**src/pkg/ext_irq_pkg.sv**
```systemverilog
// constants and types for the external interrupt and wake logic
package ext_irq_pkg;

  // ==========================================================
  // register map (byte addresses, one word each)
  localparam logic [7:0] ADDR_ENABLE   = 8'h00;
  localparam logic [7:0] ADDR_SPECIAL  = 8'h04;
  localparam logic [7:0] ADDR_PENDING  = 8'h08;
  localparam logic [7:0] ADDR_MODE     = 8'h0c;
  localparam logic [7:0] ADDR_STATUS   = 8'h10;

  // ==========================================================
  // reset values
  localparam logic [3:0] ENABLE_RESET  = 4'h0;
  localparam logic [3:0] SPECIAL_RESET = 4'h0;
  localparam logic [3:0] PENDING_RESET = 4'h0;

  // ==========================================================
  // mode register write codes and status field positions
  localparam logic [1:0] MODE_CMD_IDLE      = 2'h1;
  localparam logic [1:0] MODE_CMD_POWERDOWN = 2'h2;
  localparam int         STATUS_NMI_BIT     = 4;
  localparam int         STATUS_RESUME_BIT  = 5;

  // ==========================================================
  // arbitration: index reported for the nonmaskable request and the one reported when nothing is requested
  localparam logic [2:0] NMI_INDEX  = 3'h4;
  localparam logic [2:0] NONE_INDEX = 3'h7;

  typedef enum logic [1:0] {
    MODE_NORMAL    = 2'b00,
    MODE_IDLE      = 2'b01,
    MODE_POWERDOWN = 2'b10
  } power_mode_t;

endpackage : ext_irq_pkg

```
**src/design/ext_irq_wake.sv**
```systemverilog
// external interrupt edge detection, nmi request and power-mode wake logic
//
// Chosen here: the strobed register port and the register offsets.
`timescale 1ns/1ns
`default_nettype none

// How it works
// - in normal mode a rising edge on a line pin sets that line's pending bit.
// - each line pin is sampled once per state time, while the half-rate clock output is high.
// - in powerdown a special-function line held high across one whole state time returns the device to normal.
// - after powerdown wake an enabled line goes pending for service, else resume is signalled.
// - in idle any enabled pending source, the nmi request or a core source wakes the device.
// - in normal mode a rising edge on the nmi pin raises the nonmaskable request.
// - the nonmaskable request wins arbitration over every line request.
// - the clock output runs at half the internal rate with equal high and low halves.
module ext_irq_wake
  import ext_irq_pkg::*;
#(
  parameter int LINES = 4
) (
  input  wire logic              clock,
  input  wire logic              rst,
  input  wire logic [LINES-1:0]  extIrqPins,
  input  wire logic              nmiPin,
  input  wire logic              coreIrqActive,
  input  wire logic              nmiAck,
  input  wire logic [LINES-1:0]  extAck,
  input  wire logic [7:0]        address,
  input  wire logic [31:0]       writeData,
  input  wire logic              writeStrobe,
  input  wire logic              readStrobe,
  output logic [31:0]            readData,
  output logic [LINES-1:0]       pendingOut,
  output logic                   nmiRequest,
  output logic                   irqActive,
  output logic [2:0]             irqIndex,
  output logic [1:0]             modeOut,
  output logic                   resumeNextPulse,
  output logic                   serviceWakePulse,
  output logic                   halfRateClockOutput
);

  // ==========================================================
  // state
  logic [LINES-1:0] syncA_reg;
  logic [LINES-1:0] syncB_reg;
  logic [LINES-1:0] sample_reg;
  logic             nmiSyncA_reg;
  logic             nmiSyncB_reg;
  logic             nmiSample_reg;
  logic [LINES-1:0] enable_reg;
  logic [LINES-1:0] special_reg;
  logic [LINES-1:0] pending_reg;
  logic [LINES-1:0] pending_next;
  logic             nmiReq_reg;
  logic             halfRate_reg;
  logic             resume_reg;
  logic             serviceWake_reg;
  logic             resumeFlag_reg;
  logic             irqActive_reg;
  logic [2:0]       irqIndex_reg;
  logic [31:0]      readData_reg;
  power_mode_t      mode_reg;
  power_mode_t      mode_next;

  // ==========================================================
  // clock output divider, doubles as the phase-2 sample enable
  always_ff @(posedge clock) begin
    if (rst) begin
      halfRate_reg <= 1'b0;
    end else begin
      halfRate_reg <= ~halfRate_reg;
    end
  end

  // sample on the last cycle of the high half, once per state time
  wire phase2En = halfRate_reg;

  // ==========================================================
  // synchronisers; the first stage feeds only the second
  always_ff @(posedge clock) begin
    if (rst) begin
      syncA_reg    <= '0;
      syncB_reg    <= '0;
      nmiSyncA_reg <= 1'b0;
      nmiSyncB_reg <= 1'b0;
    end else begin
      syncA_reg    <= extIrqPins;
      syncB_reg    <= syncA_reg;
      nmiSyncA_reg <= nmiPin;
      nmiSyncB_reg <= nmiSyncA_reg;
    end
  end

  always_ff @(posedge clock) begin
    if (rst) begin
      sample_reg    <= '0;
      nmiSample_reg <= 1'b0;
    end else if (phase2En) begin
      sample_reg    <= syncB_reg;
      nmiSample_reg <= nmiSyncB_reg;
    end
  end

  // edge: this phase-2 sample high, the previous one low; a pulse at the enable only
  wire [LINES-1:0] riseVec = {LINES{phase2En}} & syncB_reg & ~sample_reg;
  wire             nmiRise = phase2En & nmiSyncB_reg & ~nmiSample_reg;
  // high at two consecutive samples means held for a full state time
  wire [LINES-1:0] heldVec = {LINES{phase2En}} & syncB_reg & sample_reg;

  // ==========================================================
  // register decode
  wire wrEnable  = writeStrobe && (address == ADDR_ENABLE);
  wire wrSpecial = writeStrobe && (address == ADDR_SPECIAL);
  wire wrPending = writeStrobe && (address == ADDR_PENDING);
  wire wrMode    = writeStrobe && (address == ADDR_MODE);

  wire inNormal    = (mode_reg == MODE_NORMAL);
  wire inIdle      = (mode_reg == MODE_IDLE);
  wire inPowerdown = (mode_reg == MODE_POWERDOWN);

  // only special-function lines may wake from powerdown, enabled or not
  wire [LINES-1:0] pdWakeVec = heldVec & special_reg;
  wire             pdWake    = inPowerdown && (|pdWakeVec);
  wire             pdService = |(pdWakeVec & enable_reg);
  wire             idleWake  = inIdle &&
                               ((|(pending_reg & enable_reg)) || nmiReq_reg || coreIrqActive);

  // edges also count in idle so an enabled line can end it
  wire [LINES-1:0] edgeSet = (inNormal || inIdle) ? riseVec : '0;
  wire [LINES-1:0] wakeSet = pdWake ? (pdWakeVec & enable_reg) : '0;
  wire [LINES-1:0] clrVec  = (wrPending ? writeData[LINES-1:0] : '0) | extAck;

  // set beats clear, so an edge in the clearing cycle is kept
  always_comb begin
    pending_next = (pending_reg & ~clrVec) | edgeSet | wakeSet;
  end

  always_comb begin
    mode_next = mode_reg;
    case (mode_reg)
      MODE_NORMAL: begin
        if (wrMode && writeData[1:0] == MODE_CMD_IDLE) begin
          mode_next = MODE_IDLE;
        end else if (wrMode && writeData[1:0] == MODE_CMD_POWERDOWN) begin
          mode_next = MODE_POWERDOWN;
        end
      end
      MODE_IDLE: begin
        if (idleWake) begin
          mode_next = MODE_NORMAL;
        end
      end
      MODE_POWERDOWN: begin
        if (pdWake) begin
          mode_next = MODE_NORMAL;
        end
      end
      default: begin
        mode_next = MODE_NORMAL;
      end
    endcase
  end

  // ==========================================================
  // control registers and request flags
  always_ff @(posedge clock) begin
    if (rst) begin
      enable_reg  <= ENABLE_RESET;
      special_reg <= SPECIAL_RESET;
      pending_reg <= PENDING_RESET;
      mode_reg    <= MODE_NORMAL;
    end else begin
      if (wrEnable) begin
        enable_reg <= writeData[LINES-1:0];
      end
      if (wrSpecial) begin
        special_reg <= writeData[LINES-1:0];
      end
      pending_reg <= pending_next;
      mode_reg    <= mode_next;
    end
  end

  always_ff @(posedge clock) begin
    if (rst) begin
      nmiReq_reg <= 1'b0;
    end else if (nmiRise && !inPowerdown) begin
      nmiReq_reg <= 1'b1;
    end else if (nmiAck) begin
      nmiReq_reg <= 1'b0;
    end
  end

  always_ff @(posedge clock) begin
    if (rst) begin
      resume_reg      <= 1'b0;
      serviceWake_reg <= 1'b0;
      resumeFlag_reg  <= 1'b0;
    end else begin
      resume_reg      <= pdWake && !pdService;
      serviceWake_reg <= pdWake && pdService;
      if (pdWake) begin
        resumeFlag_reg <= !pdService;
      end
    end
  end

  // ==========================================================
  // arbitration: nmi first, then the lowest numbered enabled line
  logic [2:0] winIndex;
  always_comb begin
    winIndex = NONE_INDEX;
    for (int i = LINES - 1; i >= 0; i--) begin
      if (pending_reg[i] && enable_reg[i]) begin
        winIndex = 3'(i);
      end
    end
    if (nmiReq_reg) begin
      winIndex = NMI_INDEX;
    end
  end

  always_ff @(posedge clock) begin
    if (rst) begin
      irqIndex_reg  <= NONE_INDEX;
      irqActive_reg <= 1'b0;
    end else begin
      irqIndex_reg  <= winIndex;
      irqActive_reg <= (winIndex != NONE_INDEX) && inNormal;
    end
  end

  // ==========================================================
  // read port; data stands in the cycle after the strobe, zero when unmapped
  logic [31:0] readMux;
  always_comb begin
    readMux = 32'h0000_0000;
    case (address)
      ADDR_ENABLE:  readMux[LINES-1:0] = enable_reg;
      ADDR_SPECIAL: readMux[LINES-1:0] = special_reg;
      ADDR_PENDING: readMux[LINES-1:0] = pending_reg;
      ADDR_MODE:    readMux[1:0]       = mode_reg;
      ADDR_STATUS: begin
        readMux[LINES-1:0]         = sample_reg;
        readMux[STATUS_NMI_BIT]    = nmiReq_reg;
        readMux[STATUS_RESUME_BIT] = resumeFlag_reg;
      end
      default: readMux = 32'h0000_0000;
    endcase
  end

  always_ff @(posedge clock) begin
    if (rst) begin
      readData_reg <= 32'h0000_0000;
    end else begin
      readData_reg <= readStrobe ? readMux : 32'h0000_0000;
    end
  end

  assign readData            = readData_reg;
  assign pendingOut          = pending_reg;
  assign nmiRequest          = nmiReq_reg;
  assign irqActive           = irqActive_reg;
  assign irqIndex            = irqIndex_reg;
  assign modeOut             = mode_reg;
  assign resumeNextPulse     = resume_reg;
  assign serviceWakePulse    = serviceWake_reg;
  assign halfRateClockOutput = halfRate_reg;
endmodule : ext_irq_wake

`default_nettype wire

```
**config.mk**
```make
export PLATFORM = sky130hd
export DESIGN_NAME = ext_irq_wake
export DESIGN_NICKNAME = d
export VERILOG_FILES = /design/src/pkg/ext_irq_pkg.sv /design/src/design/ext_irq_wake.sv
export SDC_FILE = /design/constraint.sdc
export NUM_CORES = 1
export LEC_CHECK = 0
export BUFFER_PORTS_ARGS = -buffer_cell sky130_fd_sc_hd__clkbuf_2
export CORE_MARGIN = 5
export CORE_UTILIZATION = 42
export DETAILED_ROUTE_END_ITERATION = 8
export PLACE_DENSITY = 0.8
export SLEW_MARGIN = 20
export SYNTH_ARGS = -nofsm -noshare
export SYNTH_HDL_FRONTEND = slang
export SYNTH_SLANG_ARGS = --single-unit
```
**constraint.sdc**
```tcl
create_clock -name clock -period 1.65 [get_ports clock]
set_input_delay 0.2475 -clock clock [delete_from_list [all_inputs] [get_ports clock]]
set_output_delay 0.2475 -clock clock [all_outputs]
set_load 0.03 [all_outputs]
```
======== Word-level counts from Yosys, hierarchy flattened ========
Cells that the tools add are included.
word-level totals
  register bits after elaboration ......... 70
  input bits .............................. 55
  output and inout bits ................... 46
  word-level logic and storage cells ...... 97
operators by class
  equal/unequal tests ..................... 12
  multiplexer cells ....................... 17
  bitwise logic cells ..................... 18
  reduce and logical (&&, ||, !) cells .... 30
operator list
  cell                count
  $and 4x4->4         7
  $eq 8x4->1 const B  2
  $logic_and 1x1->1   16
  $mux 3              5
  $mux 4              3
  $or 4x4->4          3
  $reduce_or 4->1     3
  $pmux 2 s5          1
  $eq 8x3->1 const B  1
  $eq 8x5->1 const B  1
  $logic_not 8->1     1
  $mux 2              4
  $not 4->4           2
  $pmux 2 s4          1
  $pmux 2 s3          1
  $eq 2x1->1 const B  2
  $eq 2x2->1 const B  2
  $ne 2x1->1 const B  2
  $not 1->1           4
  $logic_or 1x1->1    3
  $ne 3x1->1 const B  1
  $ne 3x3->1 const B  1
  $reduce_and 3->1    1
  $reduce_or 3->1     1
  other kinds (6)     9

======== Logic depth before layout (Yosys ltp) ========
Gate-level depths: netlist of run 1.
  depth in word-level cells ............... 8
  gate-level depth with buffers ........... 6
  depth with buffers taken out ............ 5

======== Worst setup path after synthesis of run 1 ========
No wires, ideal clock.
  path kind ............................... flip-flop to flip-flop
  from .................................... reg pending_reg[0] (netlist: pendingOut[0])
  to ...................................... reg mode_reg[1] (netlist: modeOut[1])
  setup time .............................. 0.091 ns
  data arrival time ....................... 1.288 ns
  data required time ...................... 1.559 ns
  slack ................................... 0.272 ns
  cell stages (with the launch flop) ...... 6
  path buffers ............................ 0
  period minus slack after synthesis ...... 1.378 ns
  path through ............................ dfxtp_1 a22oi_1 and3_1 nand4_1 a31oi_1 a311oi_1
between the ends
  cells in the longest elaborated chain, start to end .. 7
ends and longest elaborated chain
  what                            line                 source
  from (decl)                     ext_irq_wake.sv:53   logic [LINES-1:0] pending_reg;
  from (signal assigned)          ext_irq_wake.sv:180  pending_reg <= pending_next;
  $and 4x4->4                     ext_irq_wake.sv:127  ((|(pending_reg & enable_reg)) || nmiReq_reg || coreIrqActive);
  $reduce_or 4->1                 ext_irq_wake.sv:127
  $logic_or 1x1->1 (2 in series)  ext_irq_wake.sv:127
  $logic_and 1x1->1               ext_irq_wake.sv:126  wire idleWake = inIdle &&
  $ne 2x1->1 (no line)            --
  $reduce_and 3->1 (no line)      --
  to (signal assigned)            ext_irq_wake.sv:181  mode_reg <= mode_next;
  to (decl)                       ext_irq_wake.sv:63   power_mode_t mode_reg;
No other way between the ends.
A chain may end at the register's enable or synchronous reset.

======== Worst setup path in the final report of run 1 ========
  from .................................... reg halfRate_reg (netlist: halfRateClockOutput)
  to ...................................... out halfRateClockOutput
RTL lines
  what                    line                source
  from (decl)             ext_irq_wake.sv:56  logic halfRate_reg;
  from (signal assigned)  ext_irq_wake.sv:72  halfRate_reg <= ~halfRate_reg;
  to (decl)               ext_irq_wake.sv:40  output logic halfRateClockOutput
No word-level cell between the ends.

==> qor_table.md, run 1 <==
| Item | This run |
| --- | --- |
| Nature of the critical path endpoint | output port |
| Main flop type after synthesis | sky130_fd_sc_hd__dfxtp_1 |
| CTS Hold Buffers Added | 0 |
| Share of cells above drive strength 1 | 0.243 |
| Peak clock frequency supported by timing | 678 MHz |
| Wire length of the first global-routing pass | 7400 µm |
| Warnings from Yosys | 0 |
| Total Nets Final | 335 |
| Number of synthesized flops with an enable pin | 0 |
| Post-synth design cell area | 2080 µm² |
| Total inserted antenna cells | 0 |
| CTS clock-pin slew for the worst setup and hold paths | 0.07 ns |
| Initial standard-cell utilization of the core | 0.437 |
| Worst-path cell chain | buf_4 > clkbuf_2 |
| Number of placed I/O pins | 101 |
| Finished Core Util | 0.502 |
| Crit-path max cell delay | 0.54 ns |
| RSZ-0062 raised after global routing | false |
| Detailed Route Iter0 Violations | 157 |
| Shortest clock period the worst path allows after layout | 1.47 ns |
| Leakage power | 0.990 nW |
| Worst Path Class, Setup | reg -> out |
| Number of clock sinks | 44 |
| Number of hold violations in the final report | 0 |
| Combined flip-flop and latch cell area | 881 µm² |
| Average cell area after synthesis | 9.02 µm² |
| FILL cells | 493 |
| # port buffers | 46 |
| Number of buffers added by the clock tree synthesis step | 5 |
| HPWL reported at the end of detailed placement | 3640 µm |
| Most common library cell in the layout ignoring fill and taps | sky130_fd_sc_hd__clkbuf_2 |
| Detailed-route wire length | 4660 µm |
| Gr ovfl total | 0 |
| Worst clock skew | 0.00592 ns |
| TritonCTS clock tree | built |
| Final hold slack | 0.161 ns |
| Htree depth | 2 |
| Area growth syn-to-layout | 14.9% |
| Cell count after synthesis | 230 |
| Peak ir drop on the vdd network | 0.462 mV |
| Remaining antenna violation count after routing | 0 |
| Type of origin of the critical path | register |
| Power density over the cells | 843 nW/µm² |
| Total of max-cap violations | 0 |
| Setup-failing EPs final | 0 |
| Number of flip-flops in the largest register | 6 |
| Antenna violations before repair | 0 |
| Total vias in the final route | 1737 |
| Worst Hold Class | in -> reg |
| Total of cells resized after clock tree synthesis | 0 |
| Number of optimization iterations in the first detailed-route pass | 4 |
| Final clock period utilization by the worst path | 0.894 |
| Final design area excluding fillers | 2390 µm² |
| Met1 Usage GRT | 0.174 |
| Clock Latency Late Sink | 0.29 ns |
| All-Layer GR Usage | 0.149 |
| Number of slew-limit violations in the final report | 0 |
| Site row count | 25 |
| Clock tree root driver cell | sky130_fd_sc_hd__clkbuf_8 |
| GR Util met2 | 0.249 |
| Placeable core region | 4750 µm² |
| Placement-stage cell area | 2290 µm² |
| Placer Congestion | 0.933 |
| DR WL/cell | 13.4 µm |
| Highest net fanout along the worst path | 13 |
| Average via count per standard cell | 5.01 |
| Die Span Y | 80.3 µm |
| Fraction of the yosys area taken by sequential cells | 0.424 |
| WP data required | 1.40 ns |
| Cell with the largest stage delay on the worst path | sky130_fd_sc_hd__dfxtp_1 |
| Remaining DRCs | 0 |
| Maximum count of clock buffers along a single path | 2 |
| Floorplan die area | 6450 µm² |
| Setup Fix Bufs, Post-CTS | 0 |
| Async S/R FF share, synth | 0 |
| Result of the run | finished clean |
| Vias in the first global route | 1593 |
| Pin count of the biggest net entering global routing | 27 |
| Total power | 2.01 mW |
| Multi-input logic area | 1020 µm² |
| Number of flip-flops and latches in the synthesized netlist | 44 |
| Most used routing layer | met2 |
| Fraction of met3 tracks used by global routing | 0.0594 |
| Distinct cell type count after synthesis | 39 |
| Horizontal die dimension | 80.3 µm |
| Critical Path AT | 1.23 ns |
| Most frequent cells in the layout | sky130_fd_sc_hd__clkbuf_2 (46), sky130_fd_sc_hd__dfxtp_1 (44), sky130_fd_sc_hd__nor2_1 (27) |
| Accumulated negative setup slack | 0 ns |
-- critical path, delay by kind of cell, from the launching register on --
kind / cells / cell delay, ns
buf+inv: 2 / 0.40
flops: 1 / 0.54
-- per-stage QoR --
stage	std cells	setup WS [ns]
after CTS	347	0.153
final	347	0.175
after global placement	340	0.188
after floorplan	255	0.272
after global routing	347	0.0432
after detailed placement	340	0.148
-- cells by family after synthesis --
kind of cell    after synthesis  share of synthesized area
mux                          13                     0.0796
flops                        44                      0.424
simple gates                 94                      0.237
fa+ha+maj                     1                    0.00482
other cells                   1                    0.00181
compound gates               36                      0.123
buf+inv                      41                      0.130
-- layout make-up --
cell class	instances	area share
tap	67	0.0351
sequential	44	0.369
multi-input combinational	170	0.427
inverter	6	0.00944
clock buffer	7	0.0404
timing repair buffer	53	0.119
-- path summary, 6_finish.rpt --
check / cells after the start / start / endpoint / slack, ns
hold / removal: 2 / extIrqPins[3] / syncA_reg[3] / 0.16
setup reg to reg: 5 / halfRateClockOutput / modeOut[1] / 0.21
setup / recovery: 2 / halfRateClockOutput / halfRateClockOutput / 0.18
hold reg to reg: 2 / resumeFlag_reg / readData[5] / 0.43
-- synth_stat cells (3+ instances only) --
cell type / instances / area, µm²
sky130_fd_sc_hd__o21ai_0: 3 / 15.0
sky130_fd_sc_hd__nor2_1: 27 / 101
sky130_fd_sc_hd__nand2b_1: 6 / 37.5
sky130_fd_sc_hd__nand3b_1: 3 / 22.5
sky130_fd_sc_hd__a21oi_1: 9 / 45.0
sky130_fd_sc_hd__o22ai_1: 7 / 43.8
sky130_fd_sc_hd__nand3_1: 10 / 50.1
sky130_fd_sc_hd__nand2_1: 15 / 56.3
sky130_fd_sc_hd__a21o_1: 4 / 30.0
sky130_fd_sc_hd__mux2i_1: 9 / 90.1
sky130_fd_sc_hd__nand4_1: 6 / 37.5
sky130_fd_sc_hd__nor3_1: 3 / 15.0
sky130_fd_sc_hd__a22oi_1: 3 / 22.5
sky130_fd_sc_hd__clkbuf_1: 4 / 15.0
sky130_fd_sc_hd__inv_1: 6 / 22.5
sky130_fd_sc_hd__dfxtp_1: 44 / 881
sky130_fd_sc_hd__nor2b_1: 14 / 87.6
sky130_fd_sc_hd__buf_4: 28 / 210
-- report_power, final --
part	internal [mW]	switching [mW]
clock	0.373	0.330
combinational	0.0599	0.155
sequential	1.08	0.0147
total	1.51	0.499
-- layer usage --
layer / vias up / share of wire
met5: - / 0
met4: 0 / 0.011
met3: 6 / 0.085
met2: 77 / 0.50
met1: 808 / 0.40
li1: 846 / -
Power figures use the tool's default switching activity.
==> run 2: changes to the inputs <==
ABC_AREA = 1   (was not set)
CORE_ASPECT_RATIO = 1.5   (was not set)
PLACE_DENSITY = 0.79   (was 0.8)
==> qor_table.md, run 2 <==
| Item | This run | Change |
| --- | --- | --- |
| Tightest slew margin relative to the limit | 0.667 |  |
| Detailed Route Iter0 Violations | 173 | +10% |
| Share of Yosys cell area claimed by the top area cell type | 0.406 | -0.0179 |
| RSZ-0062 raised after global routing | false |  |
| Most frequent cells in the layout | sky130_fd_sc_hd__nand2_1 (55), sky130_fd_sc_hd__nor2_1 (51), sky130_fd_sc_hd__clkbuf_2 (46) |  |
| Number of slew-limit violations in the final report | 0 | unchanged |
| Share of cells above drive strength 1 | 0.210 | -0.0332 |
| Result of the run | finished clean |  |
| Final hold slack | 0.135 ns | -0.0259 ns |
| Detailed-route wire length | 4810 µm | +3.4% |
| Antenna violations before repair | 0 | unchanged |
| Average cell area after synthesis | 7.13 µm² | -21% |
| Worst setup startpoint | halfRateClockOutput |  |
| Peak clock frequency supported by timing | 700 MHz | +3.3% |
| Setup crit end | pendingOut[2] |  |
| Wire length of the first global-routing pass | 7780 µm | +5.1% |
| Top post-synthesis cells by count | sky130_fd_sc_hd__nand2_1 (55), sky130_fd_sc_hd__nor2_1 (51), sky130_fd_sc_hd__dfxtp_1 (44) |  |
| Site row count | 32 | +28% |
| Warnings from Yosys | 0 | unchanged |
| Worst Reg2Reg Path Length in Cells | 8 | +3 |
| CTS Hold Buffers Added | 0 | unchanged |
| Power density over the cells | 855 nW/µm² | +1.4% |
| Leakage power | 1.19 nW | +21% |
| # port buffers | 46 | unchanged |
| Cell count after synthesis | 304 | +32% |
| Total vias in the final route | 1956 | +13% |
| Post-synth design cell area | 2170 µm² | +4.4% |
| Number of flip-flops in the largest register | 6 | unchanged |
| Critical Path AT | 1.67 ns | +0.44 ns |
| Worst clock skew | 0.00941 ns | +0.00349 ns |
| All-Layer GR Usage | 0.150 | +0.00189 |
| Horizontal die dimension | 68.7 µm | -15% |
| Top area cells in the synthesized netlist | sky130_fd_sc_hd__dfxtp_1 (41%), sky130_fd_sc_hd__nand2_1 (9.5%), sky130_fd_sc_hd__buf_4 (9.0%) |  |
| Most frequently used cell type in the post-synthesis netlist | sky130_fd_sc_hd__nand2_1 |  |
| Pin count of the biggest net entering global routing | 19 | -30% |
| Main flop type after synthesis | sky130_fd_sc_hd__dfxtp_1 |  |
| R2R Path End | pendingOut[2] |  |
| Worst Hold Class | in -> reg |  |
| Shortest clock period the worst path allows after layout | 1.43 ns | -0.0466 ns |
| Number of flip-flops and latches in the synthesized netlist | 44 | unchanged |
| Placeable core region | 5080 µm² | +6.9% |
| Number of placed I/O pins | 101 | unchanged |
| Switch Pwr | 537 µW | +7.6% |
| HPWL reported at the end of detailed placement | 3880 µm | +6.5% |
| Part of the total power dissipated in sequential elements | 0.517 | -0.027 |
| Remaining antenna violation count after routing | 0 | unchanged |
| Number of synthesized flops with an enable pin | 0 | unchanged |
| Number of clock sinks | 44 | unchanged |
| Nature of the critical path endpoint | register |  |
| DR WL/cell | 11.4 µm | -15% |
| Distinct cell type count after synthesis | 25 | -36% |
| Vias in the first global route | 1882 | +18% |
| Sw Share | 0.254 | +0.00584 |
| Number of hold violations in the final report | 0 | unchanged |
| Pint | 1.58 mW | +4.3% |
| Most common library cell in the layout ignoring fill and taps | sky130_fd_sc_hd__nand2_1 |  |
| Initial standard-cell utilization of the core | 0.426 | -0.0104 |
| FILL cells | 523 | +6.1% |
| Setup Fix Bufs, Post-CTS | 0 | unchanged |
| Peak ir drop on the vdd network | 0.443 mV | -4.2% |
| Setup-failing EPs final | 0 | unchanged |
| Start of the worst register-to-register path | halfRateClockOutput |  |
| Most area-hungry cell type in the Yosys netlist | sky130_fd_sc_hd__dfxtp_1 |  |
| TritonCTS clock tree | built |  |
| Highest net fanout along the worst path | 11 | -2 |
| Gr ovfl total | 0 | unchanged |
| Worst setup slack for register-to-register paths | 0.22 ns | about the same |
| Die Span Y | 98.0 µm | +22% |
| Transition time of the tightest slew-check pin | 0.499 ns |  |
| Total Nets Final | 407 | +21% |
| Async S/R FF share, synth | 0 | unchanged |
| Remaining DRCs | 0 | unchanged |
| Clock Latency Late Sink | 0.30 ns | about the same |
| Htree depth | 2 | unchanged |
| Average via count per standard cell | 4.65 | -7.2% |
| Clock power share | 0.382 | +0.033 |
| Clock tree root driver cell | sky130_fd_sc_hd__clkbuf_8 |  |
| Area growth syn-to-layout | 14.1% |  |
| Total of max-cap violations | 0 | unchanged |
| Accumulated negative setup slack | 0 ns | unchanged |
| Floorplan die area | 6730 µm² | +4.3% |
| Worst Path Class, Setup | reg -> reg |  |
| WP data required | 1.89 ns | +0.49 ns |
| Number of optimization iterations in the first detailed-route pass | 4 | unchanged |
| CTS clock-pin slew for the worst setup and hold paths | 0.08 ns | about the same |
| Placement-stage cell area | 2360 µm² | +3.2% |
| Number of buffers added by the clock tree synthesis step | 5 | unchanged |
| Final design area excluding fillers | 2470 µm² | +3.7% |
| Total inserted antenna cells | 0 | unchanged |
| Type of origin of the critical path | register |  |
| Fraction of the yosys area taken by sequential cells | 0.406 | -0.0179 |
| Total power | 2.12 mW | +5.1% |
| Final clock period utilization by the worst path | 0.866 | -0.0283 |
| Total of cells resized after clock tree synthesis | 0 | unchanged |
| Maximum count of clock buffers along a single path | 2 | unchanged |
| Placer Congestion | 0.871 | -6.6% |
| Power share of the combinational group | 0.100 | -0.007 |
run 2: stage by stage:
stage / utilization / setup slack, ns / instances
finish: 0.486 / 0.222 / 421
global route: 0.486 / 0.0876 / 421
CTS: 0.486 / 0.223 / 421
detailed placement: 0.465 / 0.249 / 413
global placement: 0.465 / 0.302 / 413
floorplan: - / 0.305 / 329
run 2: worst min path at each step:
stage | slack (ns) | cells after the start | startpoint | end
after floorplan | 0.35 | 2 | nmiPin | nmiSyncA_reg
after global placement | 0.39 | 2 | syncA_reg[2] | syncB_reg[2]
after detailed placement | 0.39 | 2 | syncA_reg[2] | syncB_reg[2]
after CTS | 0.13 | 3 | extIrqPins[1] | syncA_reg[1]
after global routing | 0.13 | 3 | extIrqPins[0] | syncA_reg[0]
final | 0.14 | 3 | extIrqPins[1] | syncA_reg[1]
run 2: critical path, cell delays in order (launching register included):
cell,delay [ns]
sky130_fd_sc_hd__dfxtp_1,0.55
sky130_fd_sc_hd__nand2_1,0.13
sky130_fd_sc_hd__nor2_1,0.17
sky130_fd_sc_hd__nor2_1,0.10
sky130_fd_sc_hd__nand2_2,0.13
sky130_fd_sc_hd__nand3b_1,0.11
sky130_fd_sc_hd__nand3_1,0.08
sky130_fd_sc_hd__nand2_1,0.05
sky130_fd_sc_hd__inv_1,0.06
run 2: power groups by stage:
stage / clock network [mW] / logic [mW] / registers [mW]
3_5_place_dp: 0 / 0.211 / 1.12
3_3_place_gp: 0 / 0.209 / 1.12
6_report: 0.809 / 0.212 / 1.09
4_1_cts: 0.825 / 0.212 / 1.09
5_1_grt: 0.873 / 0.233 / 1.10
2_1_floorplan: 0 / 0.198 / 1.12
run 2: final cells by class:
class	instances	area, µm²	area share
clock buffer	5	68.8	0.0278
clock inverter	3	42.5	0.0172
inverter	42	158	0.0637
multi-input combinational	211	993	0.402
sequential	44	881	0.356
tap	68	85.1	0.0344
timing repair buffer	48	245	0.0991
run 2: cells by family after synthesis:
logic type,share of synthesized area
simple gates,0.348
compound gates,0.0652
buf+inv,0.178
flops,0.406
other cells,0.00173
run 2: metal layers:
layer	vias to the layer above	routed length [µm]	global-route usage	part of all wire
met5	-	0	0	0
li1	990	-	-	-
met2	89	2400	0.269	0.50
met3	24	384	0.0414	0.080
met1	853	1740	0.143	0.36
met4	0	285	0.0934	0.059
==> run 3: changes to the inputs <==
CELL_PAD_IN_SITES_DETAIL_PLACEMENT = 0   (was not set)
CELL_PAD_IN_SITES_GLOBAL_PLACEMENT = 1   (was not set)
CORE_UTILIZATION = 31   (was 42)
PLACE_DENSITY = 0.84   (was 0.79)
==> qor_table.md, run 3 (same netlist as run 2, synthesis figures left out) <==
| Item | This run | Change |
| --- | --- | --- |
| Setup Fix Bufs, Post-CTS | 0 | unchanged |
| RSZ-0062 raised after global routing | false |  |
| Start of the worst register-to-register path | halfRateClockOutput |  |
| Leakage power | 1.18 nW | -1.1% |
| Placer Congestion | 0.879 | +0.94% |
| Number of slew-limit violations in the final report | 0 | unchanged |
| Endpoint of the worst hold path | syncA_reg[1] |  |
| Worst Hold Class | in -> reg |  |
| Total vias in the final route | 1880 | -3.9% |
| Nature of the critical path endpoint | register |  |
| Sw Share | 0.267 | +0.0132 |
| Worst Path Class, Setup | reg -> reg |  |
| HPWL reported at the end of detailed placement | 4140 µm | +6.7% |
| Pin count of the biggest net entering global routing | 19 | unchanged |
| CTS clock-pin slew for the worst setup and hold paths | 0.08 ns | about the same |
| Final clock period utilization by the worst path | 0.845 | -0.0210 |
| Remaining DRCs | 0 | unchanged |
| Total inserted antenna cells | 0 | unchanged |
| Htree depth | 2 | unchanged |
| Worst setup slack for register-to-register paths | 0.26 ns | +0.03 ns |
| Detailed Route Iter0 Violations | 138 | -20% |
| Vias in the first global route | 1781 | -5.4% |
| Number of optimization iterations in the first detailed-route pass | 4 | unchanged |
| Total Nets Final | 407 | unchanged |
| Horizontal die dimension | 78.3 µm | +14% |
| Combined buffer and inverter count along the critical path | 0 | -1 |
| TritonCTS clock tree | built |  |
| Pint | 1.42 mW | -10% |
| WP data required | 1.84 ns | -0.05 ns |
| Worst Reg2Reg Path Length in Cells | 7 | -1 |
| Worst clock skew | 0.0102 ns | +0.000769 ns |
| Critical Path AT | 1.58 ns | -0.09 ns |
| Maximum count of clock buffers along a single path | 2 | unchanged |
| Initial standard-cell utilization of the core | 0.316 | -0.110 |
| Placeable core region | 6850 µm² | +35% |
| Share of cells above drive strength 1 | 0.205 | -0.00509 |
| Part of the total power dissipated in sequential elements | 0.565 | +0.048 |
| Die Span Y | 112 µm | +15% |
| Detailed-route wire length | 5060 µm | +5.2% |
| Peak ir drop on the vdd network | 0.266 mV | -40% |
| Switch Pwr | 517 µW | -3.8% |
| Total of max-cap violations | 0 | unchanged |
| Clock Latency Late Sink | 0.29 ns | about the same |
| Number of flip-flops in the largest register | 6 | unchanged |
| Final design area excluding fillers | 2450 µm² | -0.86% |
| Total of cells resized after clock tree synthesis | 0 | unchanged |
| Shortest clock period the worst path allows after layout | 1.39 ns | -0.0347 ns |
| Most frequent cells in the layout | sky130_fd_sc_hd__nand2_1 (55), sky130_fd_sc_hd__nor2_1 (51), sky130_fd_sc_hd__clkbuf_2 (46) |  |
| Number of buffers added by the clock tree synthesis step | 5 | unchanged |
| Peak clock frequency supported by timing | 718 MHz | +2.5% |
| Gr ovfl total | 0 | unchanged |
| All-Layer GR Usage | 0.120 | -0.0305 |
| Hold path startpoint | extIrqPins[1] |  |
| Cell with the largest stage delay on the worst path | sky130_fd_sc_hd__dfxtp_1 |  |
| FILL cells | 758 | +45% |
| Worst hold stages | 3 | unchanged |
| Highest net fanout along the worst path | 11 | unchanged |
| Setup-failing EPs final | 0 | unchanged |
| Remaining antenna violation count after routing | 0 | unchanged |
| Crit-path max cell delay | 0.54 ns | about the same |
| Cell family contributing the most delay on the critical path | simple AND/OR/NAND/NOR gates |  |
| Area growth syn-to-layout | 13.2% |  |
| CTS Hold Buffers Added | 0 | unchanged |
| DR WL/cell | 11.8 µm | +3.0% |
| Site row count | 37 | +16% |
| R2R Path End | resumeFlag_reg |  |
| Worst-path cell chain | nand2_1 > nor2_1 > nor2_1 > nand2_2 > nand2_1 > nand3_1 > o21ai_1 |  |
| Average via count per standard cell | 4.37 | -5.9% |
| Antenna violations before repair | 0 | unchanged |
| Clock power share | 0.324 | -0.058 |
| Most common library cell in the layout ignoring fill and taps | sky130_fd_sc_hd__nand2_1 |  |
| Result of the run | finished clean |  |
| Wire length of the first global-routing pass | 8470 µm | +8.9% |
| Floorplan die area | 8800 µm² | +31% |
| Number of hold violations in the final report | 0 | unchanged |
| Number of clock sinks | 44 | unchanged |
| Placement-stage cell area | 2370 µm² | +0.53% |
| Power share of the combinational group | 0.111 | +0.011 |
| Number of placed I/O pins | 101 | unchanged |
| Power density over the cells | 789 nW/µm² | -7.7% |
| Clock tree root driver cell | sky130_fd_sc_hd__clkbuf_8 |  |
| # port buffers | 46 | unchanged |
| Type of origin of the critical path | register |  |
| Accumulated negative setup slack | 0 ns | unchanged |
==> run 3: cell types whose count changed in the layout (fill, tap and decap cells not counted) <==
cell,previous run,this run
sky130_fd_sc_hd__bufinv_16,1,0
sky130_fd_sc_hd__clkbuf_1,0,1
sky130_fd_sc_hd__clkinvlp_4,1,0
==> run 3: layer usage <==
layer  global-route usage  wire (µm)
met1                0.134       1970
met2                0.220       2690
met3               0.0193        282
met4               0.0513        116
met5                    0          0
==> run 3: area by class of cell <==
type                       count  area (µm²)  share of cell area
multi-input combinational    211         993               0.405
sequential                    44         881               0.359
clock inverter                 1        5.00             0.00204
timing repair buffer          48         245               0.100
tap                           78        97.6              0.0398
inverter                      42         158              0.0643
clock buffer                   6        72.6              0.0296
==> run 3: worst max-delay path by stage <==
stage / start / endpoint / slack, ns / cells after the start
after floorplan: halfRateClockOutput / resumeFlag_reg / 0.31 / 8
after global placement: halfRateClockOutput / resumeFlag_reg / 0.28 / 7
after detailed placement: halfRateClockOutput / resumeFlag_reg / 0.25 / 7
after CTS: halfRateClockOutput / resumeFlag_reg / 0.23 / 7
after global routing: halfRateClockOutput / modeOut[1] / 0.06 / 8
final: halfRateClockOutput / resumeFlag_reg / 0.26 / 7
==> run 3: power groups by stage <==
stage	sequential, mW	clock, mW	combinational (mW)
floorplan	1.12	0	0.198
global placement	1.12	0	0.212
detailed placement	1.12	0	0.214
CTS	1.09	0.653	0.215
global route	1.10	0.700	0.236
finish	1.09	0.627	0.214
==> run 3: per-stage QoR <==
stage	hold WS, ns	std cells	utilization	total power, mW	setup WS [ns]
after floorplan	0.354	329	-	1.32	0.305
after detailed placement	0.392	423	0.347	1.33	0.246
final	0.138	430	0.358	1.94	0.256
after CTS	0.128	430	0.358	1.96	0.235
after global routing	0.140	430	0.358	2.03	0.0612
after global placement	0.391	423	0.347	1.33	0.282
==> run 3: worst min-delay path, cell delays in order <==
cell and delay, ns:
sky130_fd_sc_hd__clkbuf_2 0.08, sky130_fd_sc_hd__inv_1 0.04, sky130_fd_sc_hd__nor2_1 0.03
